--- src/nv_seq_pkg.sv ---
`default_nettype none
package nv_seq_pkg;

  // Clock rate and the timing figures derived from it.
  localparam int CLK_HZ           = 20_000_000;
  localparam int PERIPH_LIMIT_US  = 2000;
  localparam int PERIPH_LIMIT_CYC = PERIPH_LIMIT_US * (CLK_HZ / 1_000_000);
  localparam int PERIOD_STEP_MS   = 10;
  localparam int PERIOD_STEP_CYC  = PERIOD_STEP_MS * (CLK_HZ / 1000);
  localparam logic [4:0] PERIOD_MIN_CODE = 5'h01;
  localparam logic [4:0] PERIOD_MAX_CODE = 5'h14;
  localparam int WEAR_LIMIT       = 100_000;

  // Saved data word count limits.
  localparam logic [15:0] SAVE_MAX       = 16'h0800;
  localparam logic [15:0] SAVE_RESET     = 16'h0800;

  // Nonvolatile image layout.
  localparam logic [13:0] PROG_WORDS     = 14'h2000;
  localparam logic [15:0] NV_COUNT_ADDR  = 16'h2000;
  localparam logic [15:0] NV_DATA_BASE   = 16'h2001;

  // Working RAM layout: register images first, program above.
  localparam logic [15:0] RAM_PROG_BASE  = 16'h4000;
  localparam logic [12:0] IMG_X          = 13'h0000;
  localparam logic [12:0] IMG_Y          = 13'h0020;
  localparam logic [12:0] IMG_R          = 13'h0040;
  localparam logic [12:0] IMG_S          = 13'h0140;
  localparam logic [12:0] IMG_T          = 13'h0180;
  localparam logic [12:0] IMG_C          = 13'h0280;
  localparam logic [12:0] IMG_D          = 13'h0380;
  localparam logic [12:0] IMG_IDX        = 13'h1380;
  localparam logic [13:0] IMG_WORDS      = 14'h1383;
  // Special words that hold setting data and survive initialisation.
  localparam logic [63:0] SPECIAL_KEEP   = 64'h0380_0070_0000_0000;

  typedef enum logic [11:0] {
    P_HWCHK  = 12'h001,
    P_COPY   = 12'h002,
    P_INIT   = 12'h004,
    P_DIAG   = 12'h008,
    P_MODE   = 12'h010,
    P_PCHK   = 12'h020,
    P_IO     = 12'h040,
    P_TIMER  = 12'h080,
    P_EXEC   = 12'h100,
    P_PERIPH = 12'h200,
    P_WAIT   = 12'h400,
    P_ERROR  = 12'h800
  } phase_t;

  typedef enum logic [2:0] {
    M_HALT = 3'h1,
    M_RUN  = 3'h2,
    M_ERR  = 3'h4
  } mode_t;

  typedef enum logic [2:0] {
    SG_PROG = 3'h1,
    SG_CNT  = 3'h2,
    SG_DATA = 3'h4
  } seg_t;

  typedef struct packed {
    logic [3:0]  en;
    logic [7:0]  r;
    logic [7:0]  t;
    logic [7:0]  c;
    logic [11:0] d;
  } ret_cfg_t;

  typedef struct packed {
    logic [15:0] addr;
    logic        we;
    logic [15:0] wdata;
  } mem_req_t;

endpackage
`default_nettype wire

--- src/nv_image_and_scan_sequencer.sv ---
// What this block does
// - power-up copies program and data into RAM
// - read command accepted only while halted
// - write command accepted halted or running
// - word count 0..2048, else means 2048
// - halted write stores count words and the count
// - load restores stored count of words
// - alarm once command writes exceed 100,000
// - running-mode write saves program only
// - scan order diagnosis through peripheral support
// - init keeps forced bits and settings
// - init keeps retentive words, clears others
// - retentive range runs from zero upward
// - flag invalid retained data at power-up
// - unrecoverable diagnosis error enters error mode
// - floating scans restart immediately
// - fixed scans start every configured period
// - check program on entering running mode
// - IO update samples inputs, keeps forced bits
// - timer update advances timers and ticks
// - peripheral service limited per scan
// - priority bit lifts the peripheral limit
// - halted or error drives outputs off
`timescale 1ns/1ps
`default_nettype none
module nv_image_and_scan_sequencer
  import nv_seq_pkg::*;
#(
  parameter int PERIPH_CYC = PERIPH_LIMIT_CYC,
  parameter int STEP_CYC   = PERIOD_STEP_CYC,
  parameter int WEAR_MAX   = WEAR_LIMIT
)(
  input  wire logic        mclk,
  input  wire logic        resetn,
  output logic             hw_check_start,
  input  wire logic        hw_check_done,
  input  wire logic        hw_check_fail,
  output logic             diag_start,
  input  wire logic        diag_done,
  input  wire logic        diag_fatal,
  output logic             compile_start,
  input  wire logic        compile_done,
  input  wire logic        compile_ok,
  output logic             exec_start,
  input  wire logic        exec_done,
  output logic             timer_update,
  output logic             periph_grant,
  input  wire logic        periph_done,
  input  wire logic        mode_run_req,
  input  wire logic        error_reset,
  input  wire logic        cmd_nv_read,
  input  wire logic        cmd_nv_write,
  input  wire logic        fixed_scan,
  input  wire logic [4:0]  scan_period_code,
  input  wire logic        service_priority_bit,
  input  wire logic [15:0] saved_word_count,
  input  wire ret_cfg_t    retain_cfg,
  input  wire logic        retained_ok,
  output mem_req_t         ram_req,
  input  wire logic [15:0] ram_rdata,
  input  wire logic [15:0] force_rdata,
  output mem_req_t         nv_req,
  input  wire logic [15:0] nv_rdata,
  input  wire logic [15:0] in_pins,
  output logic [15:0]      out_pins,
  output logic [7:0]       timing_tick_bits,
  output logic             mode_run,
  output logic             mode_halt,
  output logic             mode_error,
  output logic             scan_start,
  output logic             cmd_busy,
  output logic             nv_wear_alarm_flag,
  output logic             retentive_invalid_flag
);

  typedef struct packed {
    phase_t      ph;
    mode_t       mode;
    logic        go;
    seg_t        seg;
    logic [2:0]  step;
    logic [12:0] idx;
    logic [11:0] len;
    logic        load;
    logic        boot;
    logic        save_all;
    logic        rd_pend;
    logic        wr_pend;
    logic        wear_inc;
    logic        ret_inv;
    logic [23:0] pcnt;
    mem_req_t    ram;
    mem_req_t    nv;
    logic [15:0] outq;
    logic [7:0]  ticks;
    logic [15:0] in_s1;
    logic [15:0] in_s2;
    logic [15:0] in_s3;
    logic [15:0] in_filt;
  } seq_st_t;

  seq_st_t     s;
  seq_st_t     n;
  logic        period_done;
  logic [7:0]  tick_now;
  logic [13:0] nxt;
  logic [13:0] seg_len;

  // Out-of-range counts save the full area.
  function automatic logic [11:0] eff_count(input logic [15:0] v);
    eff_count = (v > SAVE_MAX) ? SAVE_MAX[11:0] : v[11:0];
  endfunction

  function automatic logic [15:0] nv_addr_of(input seg_t sg, input logic [12:0] i);
    case (sg)
      SG_PROG: nv_addr_of = {3'h0, i};
      SG_CNT:  nv_addr_of = NV_COUNT_ADDR;
      default: nv_addr_of = NV_DATA_BASE + {3'h0, i};
    endcase
  endfunction

  function automatic logic [15:0] ram_addr_of(input seg_t sg, input logic [12:0] i);
    if (sg == SG_PROG)
    begin
      ram_addr_of = RAM_PROG_BASE + {3'h0, i};
    end
    else
    begin
      ram_addr_of = {3'h0, IMG_D + i};
    end
  endfunction

  // Start-up value of one image word; retentive ranges start at zero.
  function automatic logic [15:0] init_word(input logic [12:0] a, input logic [15:0] old,
                                            input logic [15:0] frc, input ret_cfg_t rc);
    logic [12:0] o;
    o = '0;
    init_word = '0;
    if (a < IMG_R)
    begin
      init_word = old & frc;
    end
    else if (a < IMG_S)
    begin
      o = a - IMG_R;
      init_word = (rc.en[0] && o <= {5'h00, rc.r}) ? old : (old & frc);
    end
    else if (a < IMG_T)
    begin
      o = a - IMG_S;
      init_word = SPECIAL_KEEP[o[5:0]] ? old : 16'h0000;
    end
    else if (a < IMG_C)
    begin
      o = a - IMG_T;
      init_word = (rc.en[1] && o <= {5'h00, rc.t}) ? old : 16'h0000;
    end
    else if (a < IMG_D)
    begin
      o = a - IMG_C;
      init_word = (rc.en[2] && o <= {5'h00, rc.c}) ? old : 16'h0000;
    end
    else if (a < IMG_IDX)
    begin
      o = a - IMG_D;
      init_word = (rc.en[3] && o <= {1'b0, rc.d}) ? old : 16'h0000;
    end
  endfunction

  nv_scan_timer #(
    .STEP_CYC    (STEP_CYC)
  ) u_timer (
    .mclk        (mclk),
    .resetn      (resetn),
    .scan_start  (scan_start),
    .period_code (scan_period_code),
    .period_done (period_done),
    .tick_bits   (tick_now)
  );

  nv_wear_counter #(
    .LIMIT  (WEAR_MAX)
  ) u_wear (
    .mclk   (mclk),
    .resetn (resetn),
    .inc    (s.wear_inc),
    .alarm  (nv_wear_alarm_flag)
  );

  assign nxt     = {1'b0, s.idx} + 14'h0001;
  assign seg_len = (s.seg == SG_PROG) ? PROG_WORDS : (s.seg == SG_CNT) ? 14'h0001 : {2'b00, s.len};

  // Next-state logic for the whole sequencer: one phase at a time.
  always_comb
  begin
    n = s;
    n.go = 1'b0;
    n.wear_inc = 1'b0;
    n.ram.we = 1'b0;
    n.nv.we = 1'b0;
    n.in_s1 = in_pins;
    n.in_s2 = s.in_s1;
    n.in_s3 = s.in_s2;
    n.in_filt = (s.in_s2 == s.in_s3) ? s.in_s3 : s.in_filt;
    n.rd_pend = s.rd_pend | cmd_nv_read;
    n.wr_pend = s.wr_pend | cmd_nv_write;
    case (s.ph)
      P_HWCHK:
      begin
        if (hw_check_done)
        begin
          n.ph = hw_check_fail ? P_ERROR : P_COPY;
          n.mode = hw_check_fail ? M_ERR : M_HALT;
          n.load = 1'b1;
          n.boot = 1'b1;
          n.seg = SG_PROG;
          n.idx = '0;
          n.step = '0;
        end
      end
      P_COPY:
      begin
        n.step = s.step + 3'h1;
        if (s.step == 3'h0)
        begin
          n.nv.addr = nv_addr_of(s.seg, s.idx);
          n.ram.addr = ram_addr_of(s.seg, s.idx);
        end
        else if (s.step == 3'h2)
        begin
          n.step = '0;
          n.idx = nxt[12:0];
          if (s.load && s.seg == SG_CNT)
          begin
            n.len = eff_count(nv_rdata);
          end
          else if (s.load)
          begin
            n.ram.we = 1'b1;
            n.ram.wdata = nv_rdata;
          end
          else
          begin
            n.nv.we = 1'b1;
            n.nv.wdata = (s.seg == SG_CNT) ? {4'h0, s.len} : ram_rdata;
          end
          if (nxt == seg_len)
          begin
            n.idx = '0;
            if (s.seg == SG_PROG && (s.load || s.save_all))
            begin
              n.seg = SG_CNT;
            end
            else if (s.seg == SG_CNT && n.len != 12'h000)
            begin
              n.seg = SG_DATA;
            end
            else
            begin
              n.ph = s.boot ? P_INIT : P_DIAG;
              n.go = 1'b1;
              n.wear_inc = !s.load;
              n.ret_inv = s.boot ? !retained_ok : s.ret_inv;
            end
          end
        end
      end
      P_INIT:
      begin
        n.step = s.step + 3'h1;
        if (s.step == 3'h0)
        begin
          n.ram.addr = {3'h0, s.idx};
        end
        else if (s.step == 3'h2)
        begin
          n.step = '0;
          n.idx = nxt[12:0];
          n.ram.we = 1'b1;
          n.ram.wdata = init_word(s.idx, ram_rdata, force_rdata, retain_cfg);
          if (nxt == IMG_WORDS)
          begin
            n.boot = 1'b0;
            n.ph = P_DIAG;
            n.go = 1'b1;
          end
        end
      end
      P_DIAG:
      begin
        if (diag_done)
        begin
          n.ph = diag_fatal ? P_ERROR : P_MODE;
          n.mode = diag_fatal ? M_ERR : s.mode;
          n.outq = diag_fatal ? 16'h0000 : s.outq;
        end
      end
      P_MODE:
      begin
        n.ph = P_IO;
        n.step = '0;
        n.seg = SG_PROG;
        n.idx = '0;
        if (s.rd_pend)
        begin
          n.rd_pend = cmd_nv_read;
          if (s.mode == M_HALT)
          begin
            n.ph = P_COPY;
            n.load = 1'b1;
          end
        end
        else if (s.wr_pend)
        begin
          n.wr_pend = cmd_nv_write;
          n.ph = P_COPY;
          n.load = 1'b0;
          n.save_all = (s.mode == M_HALT);
          n.len = eff_count(saved_word_count);
        end
        else if (s.mode == M_HALT && mode_run_req)
        begin
          n.ph = P_PCHK;
          n.go = 1'b1;
        end
        else if (s.mode == M_RUN && !mode_run_req)
        begin
          n.mode = M_HALT;
          n.outq = 16'h0000;
        end
      end
      P_PCHK:
      begin
        if (compile_done)
        begin
          n.ph = compile_ok ? P_IO : P_ERROR;
          n.mode = compile_ok ? M_RUN : M_ERR;
        end
      end
      P_IO:
      begin
        n.step = s.step + 3'h1;
        if (s.step == 3'h0)
        begin
          n.ram.addr = {3'h0, IMG_Y};
        end
        else if (s.step == 3'h2)
        begin
          n.outq = (s.mode == M_RUN) ? ram_rdata : 16'h0000;
          n.ram.addr = {3'h0, IMG_X};
        end
        else if (s.step == 3'h4)
        begin
          n.ram.we = 1'b1;
          n.ram.wdata = (ram_rdata & force_rdata) | (s.in_filt & ~force_rdata);
          n.ph = P_TIMER;
          n.go = 1'b1;
        end
      end
      P_TIMER:
      begin
        n.ticks = tick_now;
        n.ph = P_EXEC;
        n.go = 1'b1;
      end
      P_EXEC:
      begin
        if (s.mode != M_RUN || exec_done)
        begin
          n.ph = P_PERIPH;
          n.pcnt = '0;
        end
      end
      P_PERIPH:
      begin
        n.pcnt = s.pcnt + 24'h000001;
        if (periph_done || (!service_priority_bit && (fixed_scan ? period_done :
            s.pcnt == 24'(PERIPH_CYC - 1))))
        begin
          n.ph = fixed_scan ? P_WAIT : P_DIAG;
          n.go = !fixed_scan;
        end
      end
      P_WAIT:
      begin
        if (period_done)
        begin
          n.ph = P_DIAG;
          n.go = 1'b1;
        end
      end
      P_ERROR:
      begin
        n.outq = 16'h0000;
        if (error_reset)
        begin
          n.mode = M_HALT;
          n.ph = P_DIAG;
          n.go = 1'b1;
        end
      end
      default:
      begin
        n.ph = P_ERROR;
        n.mode = M_ERR;
      end
    endcase
  end

  // All sequencer state lives in one register.
  always_ff @(posedge mclk)
  begin
    if (!resetn)
    begin
      s <= '0;
      s.ph <= P_HWCHK;
      s.mode <= M_HALT;
      s.seg <= SG_PROG;
      s.go <= 1'b1;
      s.len <= SAVE_RESET[11:0];
    end
    else
    begin
      s <= n;
    end
  end

  // Start strobes are one-cycle pulses on phase entry.
  // The check strobe is held low in reset so no engine starts before release.
  assign hw_check_start   = resetn && s.go && s.ph == P_HWCHK;
  assign diag_start       = s.go && s.ph == P_DIAG;
  assign scan_start       = diag_start;
  assign compile_start    = s.go && s.ph == P_PCHK;
  assign timer_update     = s.go && s.ph == P_TIMER;
  assign exec_start       = s.go && s.ph == P_EXEC && s.mode == M_RUN;
  assign periph_grant     = s.ph == P_PERIPH;
  assign ram_req          = s.ram;
  assign nv_req           = s.nv;
  assign out_pins         = s.outq;
  assign timing_tick_bits = s.ticks;
  assign mode_run         = s.mode == M_RUN;
  assign mode_halt        = s.mode == M_HALT;
  assign mode_error       = s.mode == M_ERR;
  assign cmd_busy         = s.ph == P_COPY && !s.boot;
  assign retentive_invalid_flag = s.ret_inv;

  localparam int PLIM = PERIPH_CYC;
endmodule
`default_nettype wire

--- src/nv_scan_timer.sv ---
`timescale 1ns/1ps
`default_nettype none
module nv_scan_timer
  import nv_seq_pkg::*;
#(
  parameter int STEP_CYC = PERIOD_STEP_CYC
)(
  input  wire logic        mclk,
  input  wire logic        resetn,
  input  wire logic        scan_start,
  input  wire logic [4:0]  period_code,
  output logic             period_done,
  output logic [7:0]       tick_bits
);

  typedef struct packed {
    logic [23:0] free_cyc;
    logic [7:0]  ticks;
    logic [23:0] per_cyc;
    logic [4:0]  per_steps;
  } tmr_st_t;

  tmr_st_t    s;
  tmr_st_t    n;
  logic [4:0] code;

  // Out-of-range period settings are pinned to the nearest legal one.
  always_comb
  begin
    code = period_code;
    if (period_code < PERIOD_MIN_CODE)
    begin
      code = PERIOD_MIN_CODE;
    end
    else if (period_code > PERIOD_MAX_CODE)
    begin
      code = PERIOD_MAX_CODE;
    end
  end

  // Free step counter feeds the timing bits; the period counter restarts
  // with each scan so a fixed period is measured from scan start.
  // It restarts at two because the start strobe and the wait exit each cost a cycle.
  always_comb
  begin
    n = s;
    n.free_cyc = s.free_cyc + 24'h000001;
    if (s.free_cyc == 24'(STEP_CYC - 1))
    begin
      n.free_cyc = '0;
      n.ticks = s.ticks + 8'h01;
    end
    if (scan_start)
    begin
      n.per_cyc = 24'h000002;
      n.per_steps = '0;
    end
    else if (s.per_steps < code)
    begin
      n.per_cyc = s.per_cyc + 24'h000001;
      if (s.per_cyc == 24'(STEP_CYC - 1))
      begin
        n.per_cyc = '0;
        n.per_steps = s.per_steps + 5'h01;
      end
    end
  end

  always_ff @(posedge mclk)
  begin
    if (!resetn)
    begin
      s <= '0;
    end
    else
    begin
      s <= n;
    end
  end

  assign period_done = (s.per_steps >= code) && !scan_start;
  assign tick_bits   = s.ticks;

endmodule
`default_nettype wire

--- src/nv_wear_counter.sv ---
`timescale 1ns/1ps
`default_nettype none
module nv_wear_counter
  import nv_seq_pkg::*;
#(
  parameter int LIMIT = WEAR_LIMIT
)(
  input  wire logic        mclk,
  input  wire logic        resetn,
  input  wire logic        inc,
  output logic             alarm
);

  typedef struct packed {
    logic [16:0] cnt;
    logic        alarm;
  } wear_st_t;

  wear_st_t s;
  wear_st_t n;

  // Saturating count; the alarm sticks once the count passes the limit.
  always_comb
  begin
    n = s;
    if (inc && s.cnt != 17'h1FFFF)
    begin
      n.cnt = s.cnt + 17'h00001;
    end
    n.alarm = s.alarm | (n.cnt > 17'(LIMIT));
  end

  always_ff @(posedge mclk)
  begin
    if (!resetn)
    begin
      s <= '0;
    end
    else
    begin
      s <= n;
    end
  end

  assign alarm = s.alarm;
endmodule
`default_nettype wire
--- config.mk ---
export PLATFORM = sky130hd
export DESIGN_NAME = nv_image_and_scan_sequencer
export DESIGN_NICKNAME = d
export VERILOG_FILES = /design/src/nv_seq_pkg.sv /design/src/nv_image_and_scan_sequencer.sv /design/src/nv_scan_timer.sv /design/src/nv_wear_counter.sv
export SDC_FILE = /design/constraint.sdc
export NUM_CORES = 1
export LEC_CHECK = 0
export ABC_CLOCK_PERIOD_IN_PS = 4000
export BUFFER_PORTS_ARGS = -buffer_cell sky130_fd_sc_hd__buf_2
export CAP_MARGIN = 10
export CORE_ASPECT_RATIO = 0.75
export CORE_MARGIN = 5
export CORE_UTILIZATION = 40
export DETAILED_ROUTE_END_ITERATION = 7
export PLACE_DENSITY_LB_ADDON = 0.2
export SLEW_MARGIN = 20
export SYNTH_ARGS = -nofsm -noshare
export SYNTH_HDL_FRONTEND = slang
export SYNTH_HIERARCHICAL = 1
export SYNTH_SLANG_ARGS = --single-unit
--- constraint.sdc ---
create_clock -name mclk -period 4 [get_ports mclk]
set_input_delay 1 -clock mclk [delete_from_list [all_inputs] [get_ports mclk]]
set_output_delay 1 -clock mclk [all_outputs]
set_load 0.03 [all_outputs]
* Word-level counts from Yosys, hierarchy flattened *
Memories as Yosys holds them, arrays and structs flattened.
Index checks and enable logic that the tools add are counted.
Widths: inputs -> output; s select.

word-level totals
  flip-flop bits (word level) = 311
  bits in read-only memories = 64
  input bits = 142
  output and inout bits = 103
  logic and storage cells = 343
  memories kept = 1

operators by class
  add/sub/neg operators = 16
  magnitude comparators = 18
  eq/ne operators = 60
  mux-type cells = 132
  bitwise logic cells = 18
  reductions and logical operators = 64

memory list
  memory            words  bits a word  rd ports  clocked after memory_dff  wr ports  RTL line                            text
  (name not given)  64     1            1         0                         0         nv_image_and_scan_sequencer.sv:151  init_word = SPECIAL_KEEP[o[5:0]] ? old : 16'h0000;

operators by type and width
  cell                    count
  $mux 16                 29
  $mux 12                 25
  $mux 17                 11
  $pmux 12 s12            1
  $pmux 33 s3             1
  $add 24x1->24 const B   3
  $mux 32                 2
  $pmux 16 s4             1
  $ne 2x2->1 const B      28
  $pmux 13 s4             1
  $eq 24x18->1 const B    2
  $pmux 24 s2             1
  $mux 15                 3
  $mux 7                  6
  $le 13x8->1             3
  $and 16x16->16          2
  $gt 16x12->1 const B    2
  $pmux 15 s2             1
  $mux 29                 1
  $lt 13x10->1 const B    2
  $lt 13x9->1 const B     2
  $mux 13                 2
  $sub 13x10->13 const B  2
  $eq 24x16->1 const B    1
  other kinds (82)        176

* Depth between registers and ports, before layout *
Gate-level depths: netlist (run 1).

  depth in word-level cells = 14
  mapped depth = 16
  depth with buffers taken out = 15

* Hierarchy *
The synthesis (run 1) kept the hierarchy.

modules (own cells, without submodules)
  module                       instances  cells each  area an instance (µm²)
  nv_image_and_scan_sequencer  1          1704        13614.3
  nv_scan_timer                1          384         3224.3
  nv_wear_counter              1          130         1143.6

* Worst setup path before layout (run 1) *
OpenSTA, ideal clock, no wires.

  path type = input port to flip-flop
  start = in scan_period_code[3]
  end = reg s[157] in the netlist's numbering
  library setup time = 132 ps
  arrival = 3660 ps
  slack = 208 ps
  stages = 14
  buffers on the path = 0
  path through = o21ai_0 > nand2_1 > ha_1 > nand4_1 > nor2_1 > nor2_1 > a21oi_1 > nor2b_1 > a2111oi_0 > o2111ai_1 > a211o_1 > and2_1 > o21ai_0 > a21oi_1

RTL lines
  element               RTL line                            text
  from (decl)           nv_image_and_scan_sequencer.sv:54   input wire logic [4:0] scan_period_code,
  to (signal assigned)  nv_image_and_scan_sequencer.sv:424  s <= n;
  to (decl)             nv_image_and_scan_sequencer.sv:102  seq_st_t s;

* Final worst setup path (run 1) *
  start = reg s[226] in the netlist's numbering
  end = out exec_start

on the way
  longest elaborated chain between the ends = 3

RTL lines
  element                          RTL line                            text
  $eq 12x9->1                      nv_image_and_scan_sequencer.sv:435  assign exec_start = s.go && s.ph == P_EXEC && s.mode == M_RUN;
  $logic_and 1x1->1 (2 in series)  nv_image_and_scan_sequencer.sv:435
  to (decl)                        nv_image_and_scan_sequencer.sv:44   output logic exec_start,

No other way between the ends.

==> results of run 1 <==
[per-stage QoR]
stage               worst slack [ns]  total power, mW  util [%]
floorplan                      0.208             4.07         -
global placement             0.00385             4.45      43.1
detailed placement           -0.0615             4.47      43.1
CTS                            0.198             7.94      45.9
global route                   0.110             8.21      45.9
finish                         0.281             7.87      45.9
[layer usage]
| layer | track usage (%) | wire length [um] | vias up |
|---|---|---|---|
| met3 | 5.85 | 5460 | 121 |
| li1 | - | - | 8123 |
| met1 | 33.1 | 26500 | 8018 |
| met2 | 35.0 | 26600 | 664 |
| met4 | 6.96 | 1650 | 10 |
| met5 | 0 | 62 | - |
[layout make-up]
type / count / area [um^2] / share of cell area, %
flip-flops and latches: 309 / 6190 / 30.2
repair buffers: 310 / 1720 / 8.42
clock inverters: 11 / 191 / 0.935
inverters: 75 / 284 / 1.39
multi-input cells: 1620 / 10300 / 50.3
well taps: 586 / 733 / 3.58
diodes: 3 / 7.51 / 0.0367
clock buffers: 52 / 1040 / 5.09
[cell usage after synthesis (14+ instances only)]
cell and instances:
a21oi_1 144, a22oi_1 24, a311oi_1 19, a31oi_1 18
and2_1 78, and3_1 25, buf_4 106, clkbuf_1 89
dfxtp_1 309, ha_1 60, inv_1 74, mux2_2 16
mux2i_1 24, nand2_1 186, nand2b_1 24, nand3_1 111
nand4_1 47, nor2_1 209, nor2b_1 22, nor3_1 51
nor3b_1 16, nor4_1 36, o211ai_1 33, o21a_1 23
o21ai_0 95, o31ai_1 14, or2_2 15, or3_1 14
xnor2_1 61, xor2_1 42
[logic make-up after synthesis]
logic type	count (synthesis)	share of synthesized area (%)
buf+inv	291	8.45
xor+xnor	106	5.36
compound gates	483	17.6
flops	309	34.4
fa+ha+maj	60	4.17
other cells	1	0.0209
mux	40	2.34
simple gates	928	27.7
[worst max-delay path, stage by stage, from the launching register on]
cell	delay, ns
dfxtp_1	0.41
nor4_4	0.51
nand3_1	0.20
or3b_2	0.57
nor3_1	0.24
buf_2	0.25
[state kept, by name (all words and copies together), names as in the netlist, named ones only]
signal / count
u_timer/s: 53
s: 109
out_pins: 16
u_wear/s: 17
ram_req: 31
retentive_invalid_flag: 1
u_wear/alarm: 1
timing_tick_bits: 8
nv_req: 32
u_timer/tick_bits: 8
n: 32
[timing repair]
| item | 4_1_cts | 5_1_grt |
|---|---|---|
| setup endpoints to repair | 0 | 8 |
| hold endpoints to repair | 0 | 0 |
| resized for setup | 0 | 1 |
[worst paths after layout]
| kind | from | endpoint | slack, ns |
|---|---|---|---|
| min | n[34] | n[18] | 0.43 |
| max | s[226] | exec_start | 0.28 |
| max reg2reg | s[204] | flop | 0.30 |
| min reg2reg | n[34] | n[18] | 0.43 |
[layout by cell type, fill, tap and decap left out, types with 13 or more instances in the layout]
cell and count:
dfxtp_1 309, buf_2 241, nor2_1 208, nand2_1 186, a21oi_1 144, nand3_1 111, o21ai_0 95, and2_1 78
inv_1 73, buf_4 69, xnor2_1 61, ha_1 60, nor3_1 49, nand4_1 47, xor2_1 42, clkbuf_16 37
nor4_1 36, o211ai_1 33, and3_1 25, nand2b_1 24, a22oi_1 24, mux2i_1 24, o21a_1 23, nor2b_1 22
a311oi_1 19, a31oi_1 18, mux2_2 16, nor3b_1 15, or2_2 15, or3_1 14, o31ai_1 14, and4_1 13
a211oi_1 13, nor4b_1 13
[report_power, final]
group	internal [mW]	total [mW]	switching (mW)	leakage, nW
registers	3.18	3.26	0.0876	2.50
clock network	2.08	3.45	1.37	0.604
logic	0.406	1.16	0.754	5.15
total	5.66	7.87	2.21	8.25
==> summary.md, run 1 <==
| Metric | Value |
|---|---|
| Critical Path RT | 3.00 ns |
| Vias after detailed routing | 16936 |
| IO Pins | about 250 |
| H-tree levels | 2 |
| Number of vias per cell | 5.71 |
| Reg clk slew, reported paths | ~0.060 ns |
| Core Rows | 67 |
| Final Max Tran Viols | 0 |
| Main flop type after synthesis | dfxtp_1 |
| Minimum hold slack | 0.431 ns |
| Minimum clock period after layout | 3.72 ns |
| Setup TNS | 0 ns |
| Max-cap violations | 0 |
| Worst skew pair latency | 0.54 ns |
| Worst slew pin tran | 1.09 ns |
| WS Path Type | reg -> out |
| Hold Path Depth | 1 |
| EDFF count, synth | 0 |
| Clock skew | between 0.015 and 0.02 ns |
| Mapped cell area | 18000 um^2 |
| Fmax achieved | ~270 MHz |
| DR pass1 iterations | 5 |
| Power per Cell Area | a little under 400 nW/um^2 |
| Post-route antenna net violation count | 0 |
| Wire per inst | about 20 um |
| Async SR Flop Fraction | 0% |
| Port buffer count | 241 |
| Initial DRC Count | ~1500 |
| Largest net degree at the start of global routing | 93 |
| Bufs on Longest Clock Path | 3 |
| Leakage power | 8.25 nW |
| Clock root cell | clkbuf_16 |
| VDD IR-drop max | 297 uV |
| Synth top area cells | dfxtp_1 (34%), buf_4 (4.4%), nor2_1 (4.4%) |
| CTS tree | yes |
| Placed instance area | approximately 19000 um^2 |
| Hold crit path type | reg -> reg |
| Initial core utilization | 40.3% |
| Status | finished clean |
| Half-perimeter wire length after placement | 45.2 mm |
| Slew HR | 27.6% |
| Fin crit share | 93.0% |
| Routed WL | 60.3 mm |
| Yosys warns | 6 |
| Final routed DRC violation total | 0 |
| Post-synthesis area per instance | 8.11 um^2 |
| Startpoint types | flop |
| Post-CTS Hold Fix Bufs | 0 |
| Max FO, Critical Path | 9 |
| Unrepaired setup endpoints after global routing | false |
| Post-Syn Instances | 2218 |
| Routability Congestion | 0.933 |
| Synth top area share | between 30% and 40% |
| Inserted Clock Buffers | 36 |
| Total congestion overflow | 0 |
| Post-CTS setup buffer count | 0 |
| Critical path endpoint category | output port |
| Share of layout cells above drive strength 1 | 18.8% |
| Layout area overhead | 13.8% |
| Fin nets | 2554 |
| Count of final hold-check violations | 0 |
| Non-Filler Instances | 2966 |
| Antenna violations before repair | 8 |
| Core ar. | between 40000 and 50000 um^2 |
| Die X-Extent | about 250 um |
| Synth area leader | dfxtp_1 |
| Total GRT Usage | 23.3% |
| Design area | 20500 um^2 |
| #FFs+latches synth | 309 |
| First-pass GRT wire length | 93.1 mm |
| Die span in y | 194 um |
| Finish-stage setup viols | 0 |
| Library cells used by synthesis | 105 |
| Data arrival, critical path | between 2 and 3 ns |
| Sequential element share of the synthesized area | about a third |
| Die area | about 49000 um^2 |
| Vias in the first global route | 16009 |
| CTS sink cnt | approximately 300 |
| Inst Count DP | 2900 |
| Fill cells | between 4000 and 5000 |
| Number of cells on the worst reg-to-reg path | 10 |
Power figures use the tool's default switching activity.
==> run 2, diff against run 1 <==
- CORE_UTILIZATION: 40 -> 55
==> summary.md, run 2 (synthesis gave the netlist of run 1 again) <==
| Metric | Value |
|---|---|
| Minimum clock period after layout | ~3.9 ns |
| Critical Path RT | 4.39 ns |
| Leakage power | 8.17 nW |
| H-tree levels | 2 |
| Inserted Clock Buffers | 34 |
| Total GRT Usage | between 20% and 30% |
| GR peak layer | met2 |
| Max reg flops | 109 |
| Worst skew pair latency | 0.53 ns |
| Layout area overhead | 12.1% |
| Post-route setup slack | 0.102 ns |
| Die X-Extent | 219 um |
| Final Max Tran Viols | 0 |
| Delay-heaviest family, CP | simple AND/OR/NAND/NOR gates |
| Largest register by flop count | s |
| Core Rows | 57 |
| Status | finished clean |
| Minimum hold slack | 0.432 ns |
| Data arrival, critical path | 4.29 ns |
| Final core utilization | between 60% and 70% |
| Count of final hold-check violations | 0 |
| Most common cell after layout, fill and taps aside | dfxtp_1 |
| GR Util met3 | 6.79% |
| Clock skew | 0.0131 ns |
| Antenna violations before repair | 2 |
| Design Power | between 7 and 8 mW |
| Slowest-stage cell, CP | nor4_2 |
| IO Pins | 245 |
| Slew HR | 38.4% |
| Wire per inst | 19.8 um |
| Startpoint types | flop |
| Routed WL | around 56 mm |
| Max FO, Critical Path | 8 |
| Unrepaired setup endpoints after global routing | false |
| Die span in y | approximately 170 um |
| Critical path endpoint category | flop |
| CTS tree | yes |
| Core ar. | 32300 um^2 |
| Routability Congestion | approximately 1 |
| Buf+Inv Stages, Crit Path | 0 |
| VDD IR-drop max | 276 uV |
| CP Cell Sequence | ha_1 -> nand2_1 -> nor4_2 -> xnor2_1 -> o311ai_1 -> a2111oi_4 -> nand2_2 -> a21o_1 -> or4b_1 -> a311oi_1 |
| Vias in the first global route | 15989 |
| Port buffer count | 241 |
| Fmax achieved | about 260 MHz |
| Half-perimeter wire length after placement | 41.2 mm |
| Initial core utilization | 55.7% |
| Power per Cell Area | 372 nW/um^2 |
| Placed instance area | 19000 um^2 |
| Largest net degree at the start of global routing | 76 |
| Post-CTS Hold Fix Bufs | 0 |
| Regs by FF count | s: 109 flops, u_timer/s: 53 flops |
| DR pass1 iterations | 7 |
| Finish-stage setup viols | 0 |
| Worst slew pin tran | 0.924 ns |
| Final routed DRC violation total | 0 |
| CTS sink cnt | 309 |
| Non-Filler Instances | 2816 |
| Max-cap violations | 0 |
| Most frequent cells in the layout | dfxtp_1 (307), buf_2 (241), nor2_1 (208) |
| Grt met2 use | 44.7% |
| Number of vias per cell | 6.03 |
| Pre-CTS WS | -0.121 ns |
| WS Path Type | reg -> reg |
| Clock root cell | clkbuf_16 |
| Hold crit path type | reg -> reg |
| Reg clk slew, reported paths | 0.07 ns |
| First-pass GRT wire length | 88.2 mm |
| Total congestion overflow | 0 |
| M1 GR Usage | 42.0% |
| Die area | 36400 um^2 |
| Setup TNS | 0 ns |
| Vias after detailed routing | roughly 17000 |
| Fin crit share | 97.4% |
| Inst Count DP | around 2800 |
| Fill cells | 2913 |
| Design area | 20200 um^2 |
| Initial DRC Count | 1603 |
| Post-route antenna net violation count | 0 |
| Fin nets | 2551 |
| Share of layout cells above drive strength 1 | between 10% and 20% |
| Bufs on Longest Clock Path | 3 |
| Worst path max stage delay | 0.58 ns |
run 2: changes by cell type in the layout (fill, tap and decap cells not counted), sizes merged:
cell / before / now
clkinv: 7 / 9
buf: 310 / 309
clkbuf: 52 / 44
inv: 75 / 77
diode: 3 / 1
bufinv: 4 / 1
clkinvlp: 0 / 4
run 2: layer usage:
metal	vias up	wire length, um
met1	7987	24300
met2	764	24600
met3	125	5520
met4	2	1460
li1	8104	-
met5	-	10
run 2: path summary, 6_finish.rpt:
check	cells past startpoint	startpoint	to	slack, ns
worst min-delay path	1	n[40]	n[24]	0.43
worst max-delay path	10	s[205]	flop	0.10
worst min register to register	1	n[40]	n[24]	0.43
worst max register to register	10	s[205]	flop	0.10
run 2: timing repair:
action	4_1_cts	5_1_grt
setup buffers	0	0
resized for setup	1	4
setup endpoints to repair	1	18
run 2: layout make-up:
| class | instances | area, um^2 | area share (%) |
|---|---|---|---|
| clock inverter | 16 | 153 | 0.758 |
| timing repair buffer | 309 | 1720 | 8.54 |
| tap | 442 | 553 | 2.74 |
| multi-input combinational | 1620 | 10300 | 51.2 |
| inverter | 75 | 284 | 1.41 |
| antenna | 1 | 2.50 | 0.0124 |
| sequential | 309 | 6190 | 30.7 |
| clock buffer | 44 | 928 | 4.61 |
run 2: where the power goes:
group	total [mW]	switching (mW)	internal, mW
sequential	3.27	0.0915	3.18
combinational	1.14	0.731	0.410
clock	3.09	1.35	1.73
total	7.49	2.18	5.32
==> run 3, diff against run 2 <==
- CELL_PAD_IN_SITES_DETAIL_PLACEMENT: not set -> 1
- CELL_PAD_IN_SITES_GLOBAL_PLACEMENT: not set -> 1
- CORE_UTILIZATION: 55 -> 44
- SKIP_LAST_GASP: not set -> 1
==> summary.md, run 3 (synthesis gave the netlist of run 1 again) <==
| Metric | Value |
|---|---|
| Reg clk slew, reported paths | 0.06 ns |
| Layout area overhead | 14.0% |
| Unrepaired setup endpoints after global routing | false |
| Critical Path RT | 4.42 ns |
| Final core utilization | between 50 and 60% |
| Critical path endpoint category | flop |
| Reg2reg setup slack | 0.24 ns |
| Power per Cell Area | approximately 380 nW/um^2 |
| Bufs on Longest Clock Path | 3 |
| Vias in the first global route | 17627 |
| Worst skew pair latency | 0.55 ns |
| Clock power share | 42.5% |
| Core ar. | 40600 um^2 |
| Total GRT Usage | between 20 and 30% |
| Largest register by flop count | s |
| Register area | 6190 um^2 |
| Reg2Reg Launch Point | s[197] |
| Number of cells on the worst reg-to-reg path | 12 |
| Clock skew | ~0.028 ns |
| Fin crit share | 93.9% |
| Final Max Tran Viols | 0 |
| Inserted Clock Buffers | 35 |
| Fill cells | between 4000 and 5000 |
| Die X-Extent | about 240 um |
| Slew HR | a little under two fifths |
| Sw frac | about 29% |
| WHS Endpoint | n[27] |
| Post-CTS Hold Fix Bufs | 0 |
| Fmax achieved | 266 MHz |
| Routed WL | around 64 mm |
| Antenna violations before repair | 4 |
| Initial core utilization | approximately 44% |
| CP Cell Sequence | inv_1 -> ha_1 -> nor4bb_1 -> a32oi_1 -> a21oi_1 -> a31oi_2 -> a211oi_2 -> a21oi_4 -> o22ai_1 -> nand2_1 -> or4b_1 -> a311oi_1 |
| Data arrival, critical path | about 4.2 ns |
| Regs by FF count | s: 109 flops, u_timer/s: 53 flops |
| Largest net degree at the start of global routing | 148 |
| Multi-input gate area | 10300 um^2 |
| Core Rows | 64 |
| Worst slew pin tran | roughly 0.93 ns |
| Share of layout cells above drive strength 1 | 19.5% |
| Leakage power | just over 8 nW |
| Delay-heaviest family, CP | compound AO/OA/AOI/OAI gates |
| Most common cell after layout, fill and taps aside | dfxtp_1 |
| Max-cap violations | 0 |
| Buf+Inv Stages, Crit Path | 1 |
| Hold Path Depth | 1 |
| Max reg flops | 109 |
| Clock root cell | clkbuf_16 |
| Port buffer count | roughly 240 |
| VDD IR-drop max | ~300 uV |
| Minimum clock period after layout | 3.76 ns |
| First-pass GRT wire length | 99.5 mm |
| Net Switching | 2.29 mW |
| Slowest-stage cell, CP | dfxtp_1 |
| Sequential power share | between 40% and 50% |
| CTS tree | yes |
| Finish-stage setup viols | 0 |
| DR pass1 iterations | 5 |
| Vias after detailed routing | 17285 |
| Total congestion overflow | 0 |
| Final routed DRC violation total | 0 |
| IO Pins | around 250 |
| Gate power share | 15.5% |
| Wire per inst | 22.0 um |
| H-tree levels | 2 |
| Routability Congestion | between 0.9 and 1 |
| Die area | 45100 um^2 |
| Startpoint types | flop |
| Count of final hold-check violations | 0 |
| Initial DRC Count | about 1300 |
| Placed instance area | 19300 um^2 |
| Most frequent cells in the layout | dfxtp_1 (309), buf_2 (240), nor2_1 (208) |
| Design area | 20500 um^2 |
| Max FO, Critical Path | 9 |
| Post-route antenna net violation count | 0 |
| Die span in y | 185 um |
| Status | finished clean |
| Hold Startpoint | n[43] |
| Worst path max stage delay | approximately 0.54 ns |
| Int Power | around 5.5 mW |
| Hold crit path type | reg -> reg |
| Fin nets | 2571 |
| Half-perimeter wire length after placement | 47.8 mm |
| CTS sink cnt | 309 |
| WS Path Type | reg -> reg |
| Number of vias per cell | 5.91 |
==> run 3: cell count changes in the layout (fill, tap and decap cells not counted), sizes merged <==
| cell | previous run | this run |
|---|---|---|
| clkinvlp | 4 | 2 |
| buf | 309 | 328 |
| inv | 77 | 80 |
| clkinv | 9 | 5 |
| clkbuf | 44 | 49 |
==> run 3: cell type report <==
type | instances | area share (%)
repair buffers | 328 | 9.15
clock buffers | 49 | 5.02
multi-input cells | 1620 | 50.3
diodes | 1 | 0.0122
well taps | 528 | 3.22
flip-flops and latches | 309 | 30.2
clock inverters | 13 | 0.684
inverters | 75 | 1.39
==> run 3: metrics by stage <==
stage | instances | total power, mW | worst slack (ns) | hold WS [ns] | setup TNS (ns)
after CTS | 2922 | 7.85 | 0.0284 | 0.434 | 0
after detailed placement | 2860 | 4.53 | -0.212 | 0.423 | -1.57
after global placement | 2860 | 4.49 | -0.0496 | 0.420 | -0.341
final | 2923 | 7.79 | 0.245 | 0.432 | 0
after floorplan | 2220 | 4.07 | 0.208 | 0.412 | 0
after global routing | 2922 | 8.13 | 0.0901 | 0.441 | 0
==> run 3: timing repair <==
action | CTS | global route
resized for setup | 0 | 2
setup endpoints to repair | 0 | 15
buffers inserted | 0 | 0
==> run 3: power by group through the flow <==
stage	sequential [mW]	clock (mW)	combinational [mW]
detailed placement	3.34	0	1.19
global route	3.28	3.53	1.31
CTS	3.27	3.38	1.20
global placement	3.33	0	1.15
finish	3.27	3.31	1.21
floorplan	3.29	0	0.777
==> run 3: routing by layer <==
| layer | track usage (%) | vias up | part of all wire (%) |
|---|---|---|---|
| met1 | 37.6 | 8494 | 45 |
| li1 | - | 8138 | - |
| met4 | 7.06 | 8 | 2.2 |
| met3 | 5.53 | 112 | 7.1 |
| met2 | 43.8 | 533 | 45 |
| met5 | 0 | - | 0.064 |
==> run 3: worst max-delay path by stage <==
stage	startpoint	end	slack, ns	cells after the start
floorplan	scan_period_code[3]	s[157]	0.21	14
global placement	retain_cfg[29]	ram_req[9]	-0.05	14
detailed placement	retain_cfg[29]	ram_req[10]	-0.21	14
CTS	s[204]	ram_req[13]	0.03	14
global route	s[204]	ram_req[13]	0.09	14
finish	s[197]	flop	0.24	12
==> run 3: worst register-to-register path, delay by kind of cell (launching register included) <==
family                     cells  cell delay, ns
buffers and inverters          1            0.30
and+or+nand+nor                3            1.03
AOI/OAI and AO/OA              7            1.33
DFF                            1            0.54
adders and majority gates      1            0.44
